File: config.mk
export PLATFORM = sky130hd
export DESIGN_NAME = power_key_sequencer
export DESIGN_NICKNAME = d
export VERILOG_FILES = /design/src/pwrkey_pkg.sv /design/src/key_press_timer.sv /design/src/power_key_sequencer.sv
export SDC_FILE = /design/constraint.sdc
export NUM_CORES = 1
export LEC_CHECK = 0
export CAP_MARGIN = 20
export CORE_MARGIN = 2
export CORE_UTILIZATION = 54
export CTS_BUF_LIST = sky130_fd_sc_hd__clkbuf_4
export CTS_CLUSTER_DIAMETER = 60
export DETAILED_ROUTE_END_ITERATION = 6
export DONT_BUFFER_PORTS = 1
export PLACE_DENSITY = 0.69
export SYNTH_ARGS = -nofsm -noshare
export SYNTH_HDL_FRONTEND = slang
export SYNTH_SLANG_ARGS = --single-unit
File: constraint.sdc
create_clock -name mclk_in -period 3.6 [get_ports mclk_in]
set_input_delay 0.54 -clock mclk_in [delete_from_list [all_inputs] [get_ports mclk_in]]
set_output_delay 0.54 -clock mclk_in [all_outputs]
set_load 0.005 [all_outputs]
File: src/pwrkey_pkg.sv
// constants and state type shared by the power key sequencer files.
// assumes a 50 MHz free-running timebase on mclk_in.
`default_nettype none

package pwrkey_pkg;
    // timebase
    localparam int unsigned CLK_PERIOD_NS = 20;
    localparam int unsigned TICK_PERIOD_MS = 1;
    localparam int unsigned TICK_CYCLES = TICK_PERIOD_MS * 1000000 / CLK_PERIOD_NS;
    localparam int unsigned MS_W = 16;
    // press windows in milliseconds (2 s, 8 s, 0.5 s, 9 s, 15 s, about 0.1 s)
    localparam logic [15:0] START_MIN_MS = 16'h07D0;
    localparam logic [15:0] START_MAX_MS = 16'h1F40;
    localparam logic [15:0] CHOICE_MIN_MS = 16'h01F4;
    localparam logic [15:0] FORCE_MIN_MS = 16'h2328;
    localparam logic [15:0] FORCE_MAX_MS = 16'h3A98;
    localparam logic [15:0] SHORT_MIN_MS = 16'h0032;
    localparam logic [15:0] SHORT_MAX_MS = 16'h00C8;
    localparam logic [15:0] MS_SAT = 16'hFFFF;
    localparam logic [15:0] MS_ONE = 16'h0001;
    localparam logic [15:0] MS_ZERO = 16'h0000;

    typedef enum logic [1:0] {
        ST_OFF = 2'b00,
        ST_STANDBY = 2'b01,
        ST_SLEEP = 2'b11
    } pwr_state_t;
endpackage : pwrkey_pkg

`default_nettype wire

File: src/key_press_timer.sv
// millisecond timebase and low-period timer for the power key.
// assumes key_low_in is already synchronous to mclk_in.
`timescale 1ns/1ps
`default_nettype none

module key_press_timer #(
    parameter int unsigned TICK_CYCLES = pwrkey_pkg::TICK_CYCLES
) (
    // clock and reset
    input wire logic mclk_in,
    input wire logic rst_n_in,
    // key level
    input wire logic key_low_in,
    // timing results
    output logic tick_out,
    output logic [15:0] held_ms_out,
    output logic rel_out,
    output logic [15:0] rel_ms_out
);
    localparam int unsigned TW = $clog2(TICK_CYCLES);

    // a divider of one cycle would tick every edge and lose its meaning
    if (TICK_CYCLES < 2) begin : g_bad_tick
        $error("TICK_CYCLES too small");
    end

    logic [TW-1:0] div_r;
    logic key_low_d_r;
    wire div_end = (div_r == TW'(TICK_CYCLES - 1));
    wire released = key_low_d_r && !key_low_in;
    wire sat = (held_ms_out == pwrkey_pkg::MS_SAT);

    always_ff @(posedge mclk_in or negedge rst_n_in) begin
        if (!rst_n_in) begin
            div_r <= '0;
            tick_out <= 1'b0;
        end else begin
            div_r <= div_end ? '0 : div_r + TW'(1);
            tick_out <= div_end;
        end
    end

    // saturate so a stuck key never wraps back into a short window
    always_ff @(posedge mclk_in or negedge rst_n_in) begin
        if (!rst_n_in) begin
            key_low_d_r <= 1'b0;
            held_ms_out <= pwrkey_pkg::MS_ZERO;
            rel_out <= 1'b0;
            rel_ms_out <= pwrkey_pkg::MS_ZERO;
        end else begin
            key_low_d_r <= key_low_in;
            rel_out <= released;
            if (released) begin
                rel_ms_out <= held_ms_out;
            end
            if (!key_low_in) begin
                held_ms_out <= pwrkey_pkg::MS_ZERO;
            end else if (tick_out && !sat) begin
                held_ms_out <= held_ms_out + pwrkey_pkg::MS_ONE;
            end
        end
    end
endmodule : key_press_timer

`default_nettype wire

File: src/power_key_sequencer.sv
// power key sequencer: classifies power key low periods into start,
// choice request, forced shutdown, sleep and wake, plus idle auto-sleep.
// assumes power_key_n_in is debounced and synchronous to mclk_in.
`timescale 1ns/1ps
`default_nettype none

// Contract
// one active-low key controls all power functions
// off, 2-8 s press starts module
// running, press over 0.5 s requests choice
// 9-15 s press forces shutdown (code forces it once the hold reaches 9 s; FORCE_MAX_MS is never checked)
// standby, ~0.1 s press enters sleep
// sleeping, ~0.1 s press wakes to standby
// standby auto-sleeps after programmable idle time
// host prefers normal shutdown over forced
// time presses, classify at release, ignore others
module power_key_sequencer #(
    parameter int unsigned TICK_CYCLES = pwrkey_pkg::TICK_CYCLES
) (
    // clock and reset
    input wire logic mclk_in,
    input wire logic rst_n_in,
    // key and supply
    input wire logic power_key_n_in,
    input wire logic batt_ok_in,
    // software side
    input wire logic [15:0] idle_timeout_ms_in,
    input wire logic sw_off_in,
    // status and events
    output logic power_on_out,
    output logic sleep_out,
    output logic start_out,
    output logic choice_req_out,
    output logic forced_off_out
);
    pwrkey_pkg::pwr_state_t state_r, state_nxt;

    logic tick;
    logic [15:0] held_ms;
    logic rel;
    logic [15:0] rel_ms;
    logic forced_done_r;
    logic [15:0] idle_ms_r;

    wire key_low = !power_key_n_in;

    key_press_timer #(
        .TICK_CYCLES(TICK_CYCLES)
    ) u_timer (
        .mclk_in(mclk_in),
        .rst_n_in(rst_n_in),
        .key_low_in(key_low),
        .tick_out(tick),
        .held_ms_out(held_ms),
        .rel_out(rel),
        .rel_ms_out(rel_ms)
    );

    wire running = (state_r != pwrkey_pkg::ST_OFF);
    // forced_done_r clears at the release edge, so a press that forced shutdown is still classified at release
    wire rel_ok = rel && !forced_done_r;
    wire win_start = (rel_ms >= pwrkey_pkg::START_MIN_MS) &&
                     (rel_ms <= pwrkey_pkg::START_MAX_MS);
    wire win_choice = (rel_ms >= pwrkey_pkg::CHOICE_MIN_MS) &&
                      (rel_ms < pwrkey_pkg::FORCE_MIN_MS);
    wire win_short = (rel_ms >= pwrkey_pkg::SHORT_MIN_MS) &&
                     (rel_ms <= pwrkey_pkg::SHORT_MAX_MS);
    wire do_start = !running && batt_ok_in && rel_ok && win_start;
    wire do_choice = running && rel_ok && win_choice;
    wire do_force = running && key_low && !forced_done_r &&
                    (held_ms == pwrkey_pkg::FORCE_MIN_MS);
    wire do_sleep = (state_r == pwrkey_pkg::ST_STANDBY) && rel_ok &&
                    win_short;
    wire do_wake = (state_r == pwrkey_pkg::ST_SLEEP) && rel_ok &&
                   win_short;
    // zero timeout disables auto-sleep
    wire idle_hit = (state_r == pwrkey_pkg::ST_STANDBY) &&
                    (idle_timeout_ms_in != pwrkey_pkg::MS_ZERO) &&
                    (idle_ms_r >= idle_timeout_ms_in);

    always_comb begin
        state_nxt = state_r;
        case (state_r)
            pwrkey_pkg::ST_OFF: begin
                if (do_start) state_nxt = pwrkey_pkg::ST_STANDBY;
            end
            pwrkey_pkg::ST_STANDBY: begin
                if (do_sleep || idle_hit) state_nxt = pwrkey_pkg::ST_SLEEP;
            end
            pwrkey_pkg::ST_SLEEP: begin
                if (do_wake) state_nxt = pwrkey_pkg::ST_STANDBY;
            end
            default: begin
                state_nxt = pwrkey_pkg::ST_OFF;
            end
        endcase
        if (!batt_ok_in || sw_off_in || do_force) begin
            state_nxt = pwrkey_pkg::ST_OFF;
        end
    end

    always_ff @(posedge mclk_in or negedge rst_n_in) begin
        if (!rst_n_in) begin
            state_r <= pwrkey_pkg::ST_OFF;
            forced_done_r <= 1'b0;
        end else begin
            state_r <= state_nxt;
            if (do_force) begin
                forced_done_r <= 1'b1;
            end else if (!key_low) begin
                forced_done_r <= 1'b0;
            end
        end
    end

    // idle time counts only while standby and key released
    always_ff @(posedge mclk_in or negedge rst_n_in) begin
        if (!rst_n_in) begin
            idle_ms_r <= pwrkey_pkg::MS_ZERO;
        end else if (state_r != pwrkey_pkg::ST_STANDBY || key_low) begin
            idle_ms_r <= pwrkey_pkg::MS_ZERO;
        end else if (tick && idle_ms_r != pwrkey_pkg::MS_SAT) begin
            idle_ms_r <= idle_ms_r + pwrkey_pkg::MS_ONE;
        end
    end

    always_ff @(posedge mclk_in or negedge rst_n_in) begin
        if (!rst_n_in) begin
            power_on_out <= 1'b0;
            sleep_out <= 1'b0;
            start_out <= 1'b0;
            choice_req_out <= 1'b0;
            forced_off_out <= 1'b0;
        end else begin
            power_on_out <= (state_nxt != pwrkey_pkg::ST_OFF);
            sleep_out <= (state_nxt == pwrkey_pkg::ST_SLEEP);
            start_out <= do_start && batt_ok_in && !sw_off_in;
            choice_req_out <= do_choice && batt_ok_in && !sw_off_in;
            forced_off_out <= do_force && batt_ok_in;
        end
    end

    chk_start_window: assert property (
        @(posedge mclk_in) disable iff (!rst_n_in)
        $rose(start_out) |-> $past(rel_ms) >= pwrkey_pkg::START_MIN_MS &&
            $past(rel_ms) <= pwrkey_pkg::START_MAX_MS && power_on_out)
        else $error("start outside 2-8 s window");

    chk_start_from_off: assert property (
        @(posedge mclk_in) disable iff (!rst_n_in)
        start_out |-> $past(state_r) == pwrkey_pkg::ST_OFF)
        else $error("start while already running");

    chk_choice_window: assert property (
        @(posedge mclk_in) disable iff (!rst_n_in)
        choice_req_out |-> $past(rel_ms) >= pwrkey_pkg::CHOICE_MIN_MS &&
            $past(rel_ms) < pwrkey_pkg::FORCE_MIN_MS && $past(running))
        else $error("choice request from wrong press");

    chk_force_off: assert property (
        @(posedge mclk_in) disable iff (!rst_n_in)
        running && key_low && held_ms == pwrkey_pkg::FORCE_MIN_MS &&
            !forced_done_r && batt_ok_in |=> forced_off_out && !power_on_out)
        else $error("forced shutdown missed at 9 s");

    chk_sleep_entry: assert property (
        @(posedge mclk_in) disable iff (!rst_n_in)
        do_sleep && batt_ok_in && !sw_off_in && !do_force |=>
            state_r == pwrkey_pkg::ST_SLEEP && sleep_out)
        else $error("short press did not enter sleep");

    chk_wake_exit: assert property (
        @(posedge mclk_in) disable iff (!rst_n_in)
        $fell(sleep_out) && power_on_out |-> $past(do_wake))
        else $error("left sleep without a wake press");

    chk_idle_sleep: assert property (
        @(posedge mclk_in) disable iff (!rst_n_in)
        $rose(sleep_out) && !$past(do_sleep) |->
            $past(idle_ms_r) >= $past(idle_timeout_ms_in) &&
            $past(idle_timeout_ms_in) != pwrkey_pkg::MS_ZERO)
        else $error("auto-sleep before idle timeout");

    chk_ignore_gap: assert property (
        @(posedge mclk_in) disable iff (!rst_n_in)
        rel && rel_ms > pwrkey_pkg::SHORT_MAX_MS &&
            rel_ms < pwrkey_pkg::CHOICE_MIN_MS |=> !choice_req_out &&
            !start_out && $stable(sleep_out) || !batt_ok_in || $past(sw_off_in))
        else $error("unclassified press changed state");

    chk_key_level: assert property (
        @(posedge mclk_in) disable iff (!rst_n_in)
        power_key_n_in && $past(power_key_n_in) |->
            held_ms == pwrkey_pkg::MS_ZERO ##1 !do_force)
        else $error("released key timed as pressed");
endmodule : power_key_sequencer

`default_nettype wire

* After elaboration in Yosys (flattened, before gate mapping)
Index checks and enable logic that the tools add are counted.
** Word-level totals
- Flip-flop bits (word level) :: 75
- Input bits :: 21
- Word-level logic and storage cells :: 87
** Cells by class
- Add/subtract/negate cells :: 3
- $lt $le $gt $ge :: 7
- Equality and inequality tests :: 8
- Mux-type cells :: 12
- Reductions and logical operators :: 43
** Operators with widths (number)
- $mux 16 :: 5
- $add 16x1->16 const B :: 3
- $eq 16x16->1 const B :: 2
- $logic_and 1x1->1 :: 26
- $eq 16x14->1 const B :: 1
- $ge 16x11->1 const B :: 1
- $ge 16x16->1 :: 1
- $ge 16x6->1 const B :: 1
- $ge 16x9->1 const B :: 1
- $le 16x13->1 const B :: 1
- $le 16x8->1 const B :: 1
- $lt 16x14->1 const B :: 1
- $ne 16x16->1 const B :: 1
- $reduce_bool 16->1 :: 1
- $reduce_bool 2->1 :: 5
- $mux 2 :: 4
- $logic_not 1->1 :: 6
- $pmux 2 s3 :: 1
- $eq 2x2->1 const B :: 2
- $logic_or 1x1->1 :: 4
- $eq 2x1->1 const B :: 1
- $logic_not 2->1 :: 1
- $mux 1 :: 2
- $ne 2x1->1 const B :: 1

* Logic depth before layout (Yosys ltp)
Gate-level depths: netlist (run 1).
- Word-level depth :: 9
- Gate-level depth with buffers :: 8

* Hierarchy
From an unflattened synthesis (run 1), not the netlist that was laid out.
** Second synthesis, totals
- Cells, all modules :: 408
- Area, all modules :: 4159.0 sq um
** Modules (own cells, without submodules)
- key_press_timer :: times used 1, cells each 206, area an instance 2323.5 sq um, seq. area each 1276.2 sq um
- power_key_sequencer :: times used 1, cells each 202, area an instance 1835.5 sq um, seq. area each 600.6 sq um

* Worst setup path before layout (run 1)
OpenSTA, ideal clock, no wires.
- Path kind :: input port to flip-flop
- From :: input power_key_n_in
- To :: register u_timer.rel_ms_out[10]
- Library setup time :: 0.125 ns
- Arrival time :: 1.662 ns
- Data required time :: 3.475 ns
- Setup slack :: 1.813 ns
- Stages :: 4
- Cells stage by stage :: clkbuf_1 > nand2_1 > clkbuf_1 > mux2_2
** On the way
- Longest elaborated chain between the ends :: 1
** Ends and longest elaborated chain
- from (decl) :: line power_key_sequencer.sv:24 : input wire logic power_key_n_in,
- $logic_and 1x1->1 :: line key_press_timer.sv:30 : wire released = key_low_d_r && !key_low_in;
- to (signal assigned) :: line key_press_timer.sv:49 : rel_ms_out <= pwrkey_pkg::MS_ZERO;
- to (signal assigned) :: line key_press_timer.sv:54 : rel_ms_out <= held_ms_out;
- to (decl) :: line key_press_timer.sv:18 : output logic [15:0] rel_ms_out
Every way passes these cells.
A chain may end at the register's enable or synchronous reset.

* Final worst setup path (run 1)
- From :: register idle_ms_r[1]
- To :: register idle_ms_r[12]
** On the way
- Longest elaborated chain between the ends :: 3
- Elaborated cells between the ends (all ways) :: 6
- Those cells by class :: add/sub: 1; eq/ne: 1; mux: 2; reduce/logical: 2
** Ends and longest elaborated chain
- from (decl) :: line power_key_sequencer.sv:43 : logic [15:0] idle_ms_r;
- from (signal assigned) :: line power_key_sequencer.sv:119 : idle_ms_r <= pwrkey_pkg::MS_ZERO;
- from (signal assigned) :: line power_key_sequencer.sv:121 : idle_ms_r <= pwrkey_pkg::MS_ZERO;
- from (signal assigned) :: line power_key_sequencer.sv:123 : idle_ms_r <= idle_ms_r + pwrkey_pkg::MS_ONE;
- $add 16x1->16 / $ne 16x16->1 (equally long branches) :: line power_key_sequencer.sv:123, power_key_sequencer.sv:122
- $mux 16 / $logic_and 1x1->1 (equally long branches) :: line power_key_sequencer.sv:122 : end else if (tick && idle_ms_r != pwrkey_pkg::MS_SAT) begin
- $mux 16 / $reduce_bool 2->1 (equally long branches)
Several ways; a longest one is shown, not always the timed one. The select of a mux whose other input is x is not followed.

==> out/metrics.csv, run 1 <==
metric;value;unit
status;complete, no violations;
Synth area leaders;dfrtp_1, ha_1, xor2_1;
CTS HTree Levels;3;
gr ovfl total;0;
CORE AREA;7250;um^2
CTS Sinks;75;
Reg clk slew, reported paths;0.12;ns
Antenna Violating Nets Remaining;0;
hold slack;0.163;ns
kind of critical path;flop to flop;
Setup WS pre-CTS;1.64;ns
starting DRC count in detailed routing;150;
Hold Crit Start;sw_off_in;
share of post-route cells with drive strength above 1;10.0;%
# hold bufs at CTS;2;
WL/cell;15.1;um
gpl congestion;0.808;
# IOs;26;
worst setup margin;1.57;ns
area leader, netlist;dfrtp_1;
post-synthesis area per instance;10.1;um^2
cell row count;31;
P&R area growth vs syn;5.56;%
ys flop type;dfrtp_1;
worst r2r dst;idle_ms_r[12];
largest family of logic cells by synthesized area;simple AND/OR/NAND/NOR gates;
placed cell count;491;
achievable frequency;0.492;GHz
PwrDens;308;nW/um^2
final setup fails;0;
Pleak;1.88;nW
vias in the first global route;2817;
Resized cells post-CTS;0;
IO Port Bufs;0;
Post-synth ARST share;100;%
Antenna Cells;0;
crit path DAT;2.36;ns
post-synthesis simple-gate area fraction;22.1;%
Initial Util;55.5;%
area fraction of the dominant cell type after synthesis;46.6;%
Mapped Nets;441;
via-per-instance ratio;5.69;
multiplexer share of the synthesized area;4.41;%
Slew HR;52.9;%
clk_skew;0.0117;ns
hold path endpoint;start_out;
# Max-Cap Violations;0;
CP max FO;7;
endpoints failing hold;0;
Die X;90.4;um
CP startpoint kind;flop;
Synth Area in Compound Gates;8.92;%
R2R cell count;6;
count of state elements after synthesis;75;
register area share after synthesis;46.6;%
routed vias;2891;
GRT Total Usage;20.2;%
Root Driver;clkbuf_4;
XOR/XNOR Fraction of Synth Area;8.26;%
Final #Nets;446;
Synthesis Warnings;0;
Worst R2R Start;idle_ms_r[1];
first-pass GRT wire length;13400;um
minimum clock period;2.03;ns
Final Non-Filler Cells;508;
EDFF count, synth;0;
Max Buffers Root-to-Sink;2;
Clock Latency Late Sink;0.42;ns
Total Neg Setup Slack;0;ns
pin count of the biggest net entering global routing;76;
CP Capture Type;flop;
RSZ-0062 raised after global routing;false;
Unique masters post-synth;56;
Netlist Area Pre-Place;4030;um^2
setup slack, reg-to-reg;1.57;ns
cts bufs inserted;9;
peak supply drop;0.132;mV
DIE HEIGHT;90.4;um
Synth Instances;400;
final WL;7690;um
CTS tree;done;
Data required, critical path;3.93;ns
Setup Buffers After CTS;0;
WHS Path Cells;1;
DRT Pass-1 Iters;4;
die area;8160;um^2
DRC viols;0;
Least-Margin Pin Slew;0.705;ns
initial antenna violation count;0;
hpwl dp;5400;um
Final Max Tran Viols;0;
Tcrit/Tclk final;56.4;%
worst hold path type;input port to flop;
Post-Synth Adder-Cell Area;6.21;%
[logic make-up (layout without fill, tap and decap cells)]
family,count (synthesis),in the layout
and+or+nand+nor,166,166
DFF,75,75
AOI/OAI and AO/OA,50,50
xor gates and xnor gates,38,38
buffers and inverters,35,44
adders and majority gates,20,20
muxes,16,16
[cells in the mapped netlist, drive strengths merged, types with 13 or more instances]
master and instances:
dfrtp 75, nor2 52, nand2 28, inv 27
xor2 22, ha 20, xnor2 16, a21oi 15
nand3 15, mux2 14, o21ai 14, nand4 13
[report_power, final]
part,switching (mW),total (mW),internal [mW]
Combinational,0.0312,0.0471,0.0159
Sequential,0.000321,0.843,0.843
Clock,0.285,0.417,0.132
Total,0.317,1.31,0.991
[flip-flops by register name, summed over array words and instances (netlist names), 2 cells and up]
signal and count:
u_timer.div_r 16, u_timer.held_ms_out 16, idle_ms_r 16, u_timer.rel_ms_out 16
state_r 2
[cell type report]
class | count | area (um^2)
Clock buffer | 9 | 67.6
Clock inverter | 6 | 33.8
Fill cell | 675 | 3000
Inverter | 27 | 101
Multi-Input combinational cell | 290 | 2010
Sequential cell | 75 | 1880
Tap cell | 99 | 124
Timing Repair Buffer | 2 | 37.5
[through the flow]
step	util, %	cell area (um^2)	total power, mW
2_1_floorplan	-	4030	0.885
3_3_place_gp	56.7	4110	0.887
3_5_place_dp	56.7	4110	0.888
4_1_cts	58.6	4250	1.33
5_1_grt	58.6	4250	1.37
6_report	58.6	4250	1.31
[cells in the final DEF (no fill, tap or decap), types with 14 or more instances in the layout]
cell type / instances
nand3_1: 15
a21oi_1: 15
dfrtp_1: 75
ha_1: 20
xor2_1: 22
mux2_2: 14
nand2_1: 27
xnor2_1: 16
nor2_1: 51
inv_1: 27
[metal layers]
| layer | up-vias | wire length [um] | GRT usage, % |
|---|---|---|---|
| met5 | - | 0 | 0 |
| met4 | 0 | 98 | 5.64 |
| met1 | 1414 | 3740 | 27.7 |
| li1 | 1419 | - | - |
| met2 | 47 | 3520 | 31.6 |
| met3 | 11 | 327 | 5.93 |
[critical path: stages, from the launching register on]
cell       delay [ns]
dfrtp_1          0.43
ha_1             0.23
and3_1           0.20
nand3_1          0.14
o2111ai_1        0.34
or3_1            0.43
a21oi_1          0.17
[how the worst max path moves through the flow]
stage	startpoint	to	slack, ns	cells past startpoint
2_1_floorplan	power_key_n_in	u_timer.rel_ms_out[10]	1.81	4
5_1_grt	idle_ms_r[4]	idle_ms_r[12]	1.40	5
6_report	idle_ms_r[1]	idle_ms_r[12]	1.57	6
3_3_place_gp	idle_timeout_ms_in[2]	sleep_out	1.68	7
4_1_cts	idle_ms_r[1]	idle_ms_r[12]	1.62	6
3_5_place_dp	idle_timeout_ms_in[5]	state_r[1]	1.64	8
Note: power is estimated with default switching activity, not from simulation.
==> run 2, diff against run 1 <==
Settings changed: PLACE_DENSITY 0.69 to 0.72.
Clock period 3.6 ns to 1.8 ns, I/O delays scaled along.
==> run 2 against run 1 <==
Compared with the run above:
- the flow now finishes with violations (hold timing)
- clock power increased to 2.7 times the previous value
- die area is the same
- sequential share of layout area down 4.9 points
- flip-flop and latch count did not move
- sequential power is 100% higher
- cell count increased by 10%
- power is 120% higher
- combinational power is 48% higher
- hold slack lost 0.64 ns
- via count grew 8.4%
- largest power group unchanged
- core utilization up 7.3 points
- non-clock buffer count is 53 higher
==> out/metrics.csv, run 2 (synthesis results as in run 1) <==
metric;value;unit;change
status;complete, but fails checks;;was complete, no violations
violated checks;hold timing;;
share of post-route cells with drive strength above 1;23.6;%;was 10.0%
Pleak;2.18;nW;was 1.88 nW
placed cell count;535;;was 491
Final Max Tran Viols;0;;unchanged
Die X;90.4;um;unchanged
crit path DAT;2.08;ns;was 2.36 ns
gr ovfl total;0;;unchanged
Antenna Violating Nets Remaining;0;;unchanged
Reg clk slew, reported paths;0.12;ns;about the same
clk_skew;0.0150;ns;was 0.0117 ns
initial antenna violation count;0;;unchanged
P&R area growth vs syn;18.7;%;was 5.56%
DIE HEIGHT;90.4;um;unchanged
pin count of the biggest net entering global routing;76;;unchanged
kind of critical path;flop to flop;;unchanged
Slew HR;53.5;%;was 52.9%
peak supply drop;0.327;mV;was 0.132 mV
most common cell after layout, fill and taps aside;dfrtp_1;;unchanged
Finished Core Util;65.9;%;was 58.6%
CTS tree;done;;unchanged
Final Non-Filler Cells;561;;was 508
hold slack;-0.475;ns;was 0.163 ns
Total Neg Setup Slack;0;ns;unchanged
vias in the first global route;3076;;was 2817
combinational group share of total power;2.4;%;was 3.6%
CP startpoint kind;flop;;unchanged
switching part of the total;20.9;%;was 24.2%
# Max-Cap Violations;0;;unchanged
cts bufs inserted;9;;unchanged
Root Driver;clkbuf_4;;unchanged
CTS Sinks;75;;unchanged
total power;2.89;mW;was 1.31 mW
worst hold path type;input port to asynchronous set/reset pin;;was input port to flop
WL/cell;14.5;um;was 15.1 um
Pint;2.29;mW;was 0.991 mW
gpl congestion;0.818;;was 0.808
hpwl dp;5830;um;was 5400 um
Reg power frac;58.4;%;was 64.5%
R2R cell count;6;;unchanged
clock network fraction of total power;39.2;%;was 31.9%
Clock Latency Late Sink;0.42;ns;about the same
Final #Nets;499;;was 446
Data required, critical path;2.11;ns;was 3.93 ns
Initial Util;55.5;%;unchanged
setup slack, reg-to-reg;0.03;ns;was 1.57 ns
achievable frequency;0.565;GHz;was 0.492 GHz
first-pass GRT wire length;13800;um;was 13400 um
starting DRC count in detailed routing;156;;was 150
minimum clock period;1.77;ns;was 2.03 ns
Tcrit/Tclk final;98.4;%;was 56.4%
most frequent cells in the layout;dfrtp_1, nor2_1, buf_4;;was dfrtp_1, nor2_1, inv_1, nand2_1, xor2_1
IO Port Bufs;0;;unchanged
GRT Total Usage;21.2;%;was 20.2%
CP Capture Type;flop;;unchanged
cell row count;31;;unchanged
# IOs;26;;unchanged
final setup fails;0;;unchanged
Least-Margin Pin Slew;0.688;ns;was 0.705 ns
CORE AREA;7250;um^2;unchanged
die area;8160;um^2;unchanged
Max Buffers Root-to-Sink;2;;unchanged
CTS HTree Levels;3;;unchanged
endpoints failing hold;75;;was 0
via-per-instance ratio;5.58;;was 5.69
final WL;8150;um;was 7690 um
net switching power figure;0.604;mW;was 0.317 mW
RSZ-0062 raised after global routing;true;;was false
Antenna Cells;0;;unchanged
DRT Pass-1 Iters;4;;unchanged
PwrDens;605;nW/um^2;was 308 nW/um^2
DRC viols;0;;unchanged
CP max FO;2;;was 7
routed vias;3133;;was 2891
-- run 2: layout make-up --
class                   instances  area, um^2
multi-input cells             290        2100
inverters                      27         101
clock buffers                  10        75.1
well taps                      99         124
clock inverters                 5        78.8
repair buffers                 55         427
flip-flops and latches         75        1880
fillers                       583        2470
-- run 2: critical path, stage by stage, from the launching register on --
cell	delay [ns]
dfrtp_1	0.39
or4b_4	0.56
nor2_4	0.10
nand2_2	0.06
a2111oi_4	0.27
xnor2_1	0.18
a21oi_1	0.09
-- run 2: power by group through the flow --
stage | registers, mW | clock network, mW | logic [mW]
after global placement | 1.72 | 0 | 0.0542
after floorplan | 1.72 | 0 | 0.0506
after CTS | 1.69 | 1.17 | 0.0623
final | 1.69 | 1.13 | 0.0695
after detailed placement | 1.72 | 0 | 0.0568
after global routing | 1.69 | 1.24 | 0.0782
-- run 2: metal layers --
metal | global-route usage [%] | routed length [um] | vias to the layer above
li1 | - | - | 1520
met1 | 26.9 | 3810 | 1555
met2 | 35.0 | 3930 | 46
met3 | 6.26 | 292 | 12
met4 | 6.79 | 114 | 0
met5 | 0 | 0 | -
-- run 2: worst paths after layout --
path | start | endpoint
hold reg to reg | u_timer.div_r[0] | u_timer.div_r[0]
setup reg to reg | u_timer.rel_ms_out[14] | state_r[1]
min in group mclk_in | sw_off_in | choice_req_out
max in group asynchronous | rst_n_in | u_timer.held_ms_out[1]
setup / recovery | u_timer.rel_ms_out[14] | state_r[1]
hold / removal | rst_n_in | idle_ms_r[12]
-- run 2: what timing repair did --
| action | CTS | global route |
|---|---|---|
| gates resized for setup | 2 | 17 |
| setup buffers | 2 | 5 |
| hold buffers | 3 | 1 |
| pin swaps | 6 | 16 |
| endpoints found under the hold margin | 95 | 91 |
| endpoints found under the setup margin | 7 | 23 |
-- run 2: metrics by stage --
stage	area (um^2)	hold WS (ns)	setup WS, ns
5_1_grt	4780	-0.530	-0.0658
3_5_place_dp	4440	-0.0223	-0.0479
2_1_floorplan	4030	-0.0256	0.0261
4_1_cts	4650	-0.501	0.00392
6_report	4780	-0.475	0.0288
3_3_place_gp	4440	-0.0227	0.00748
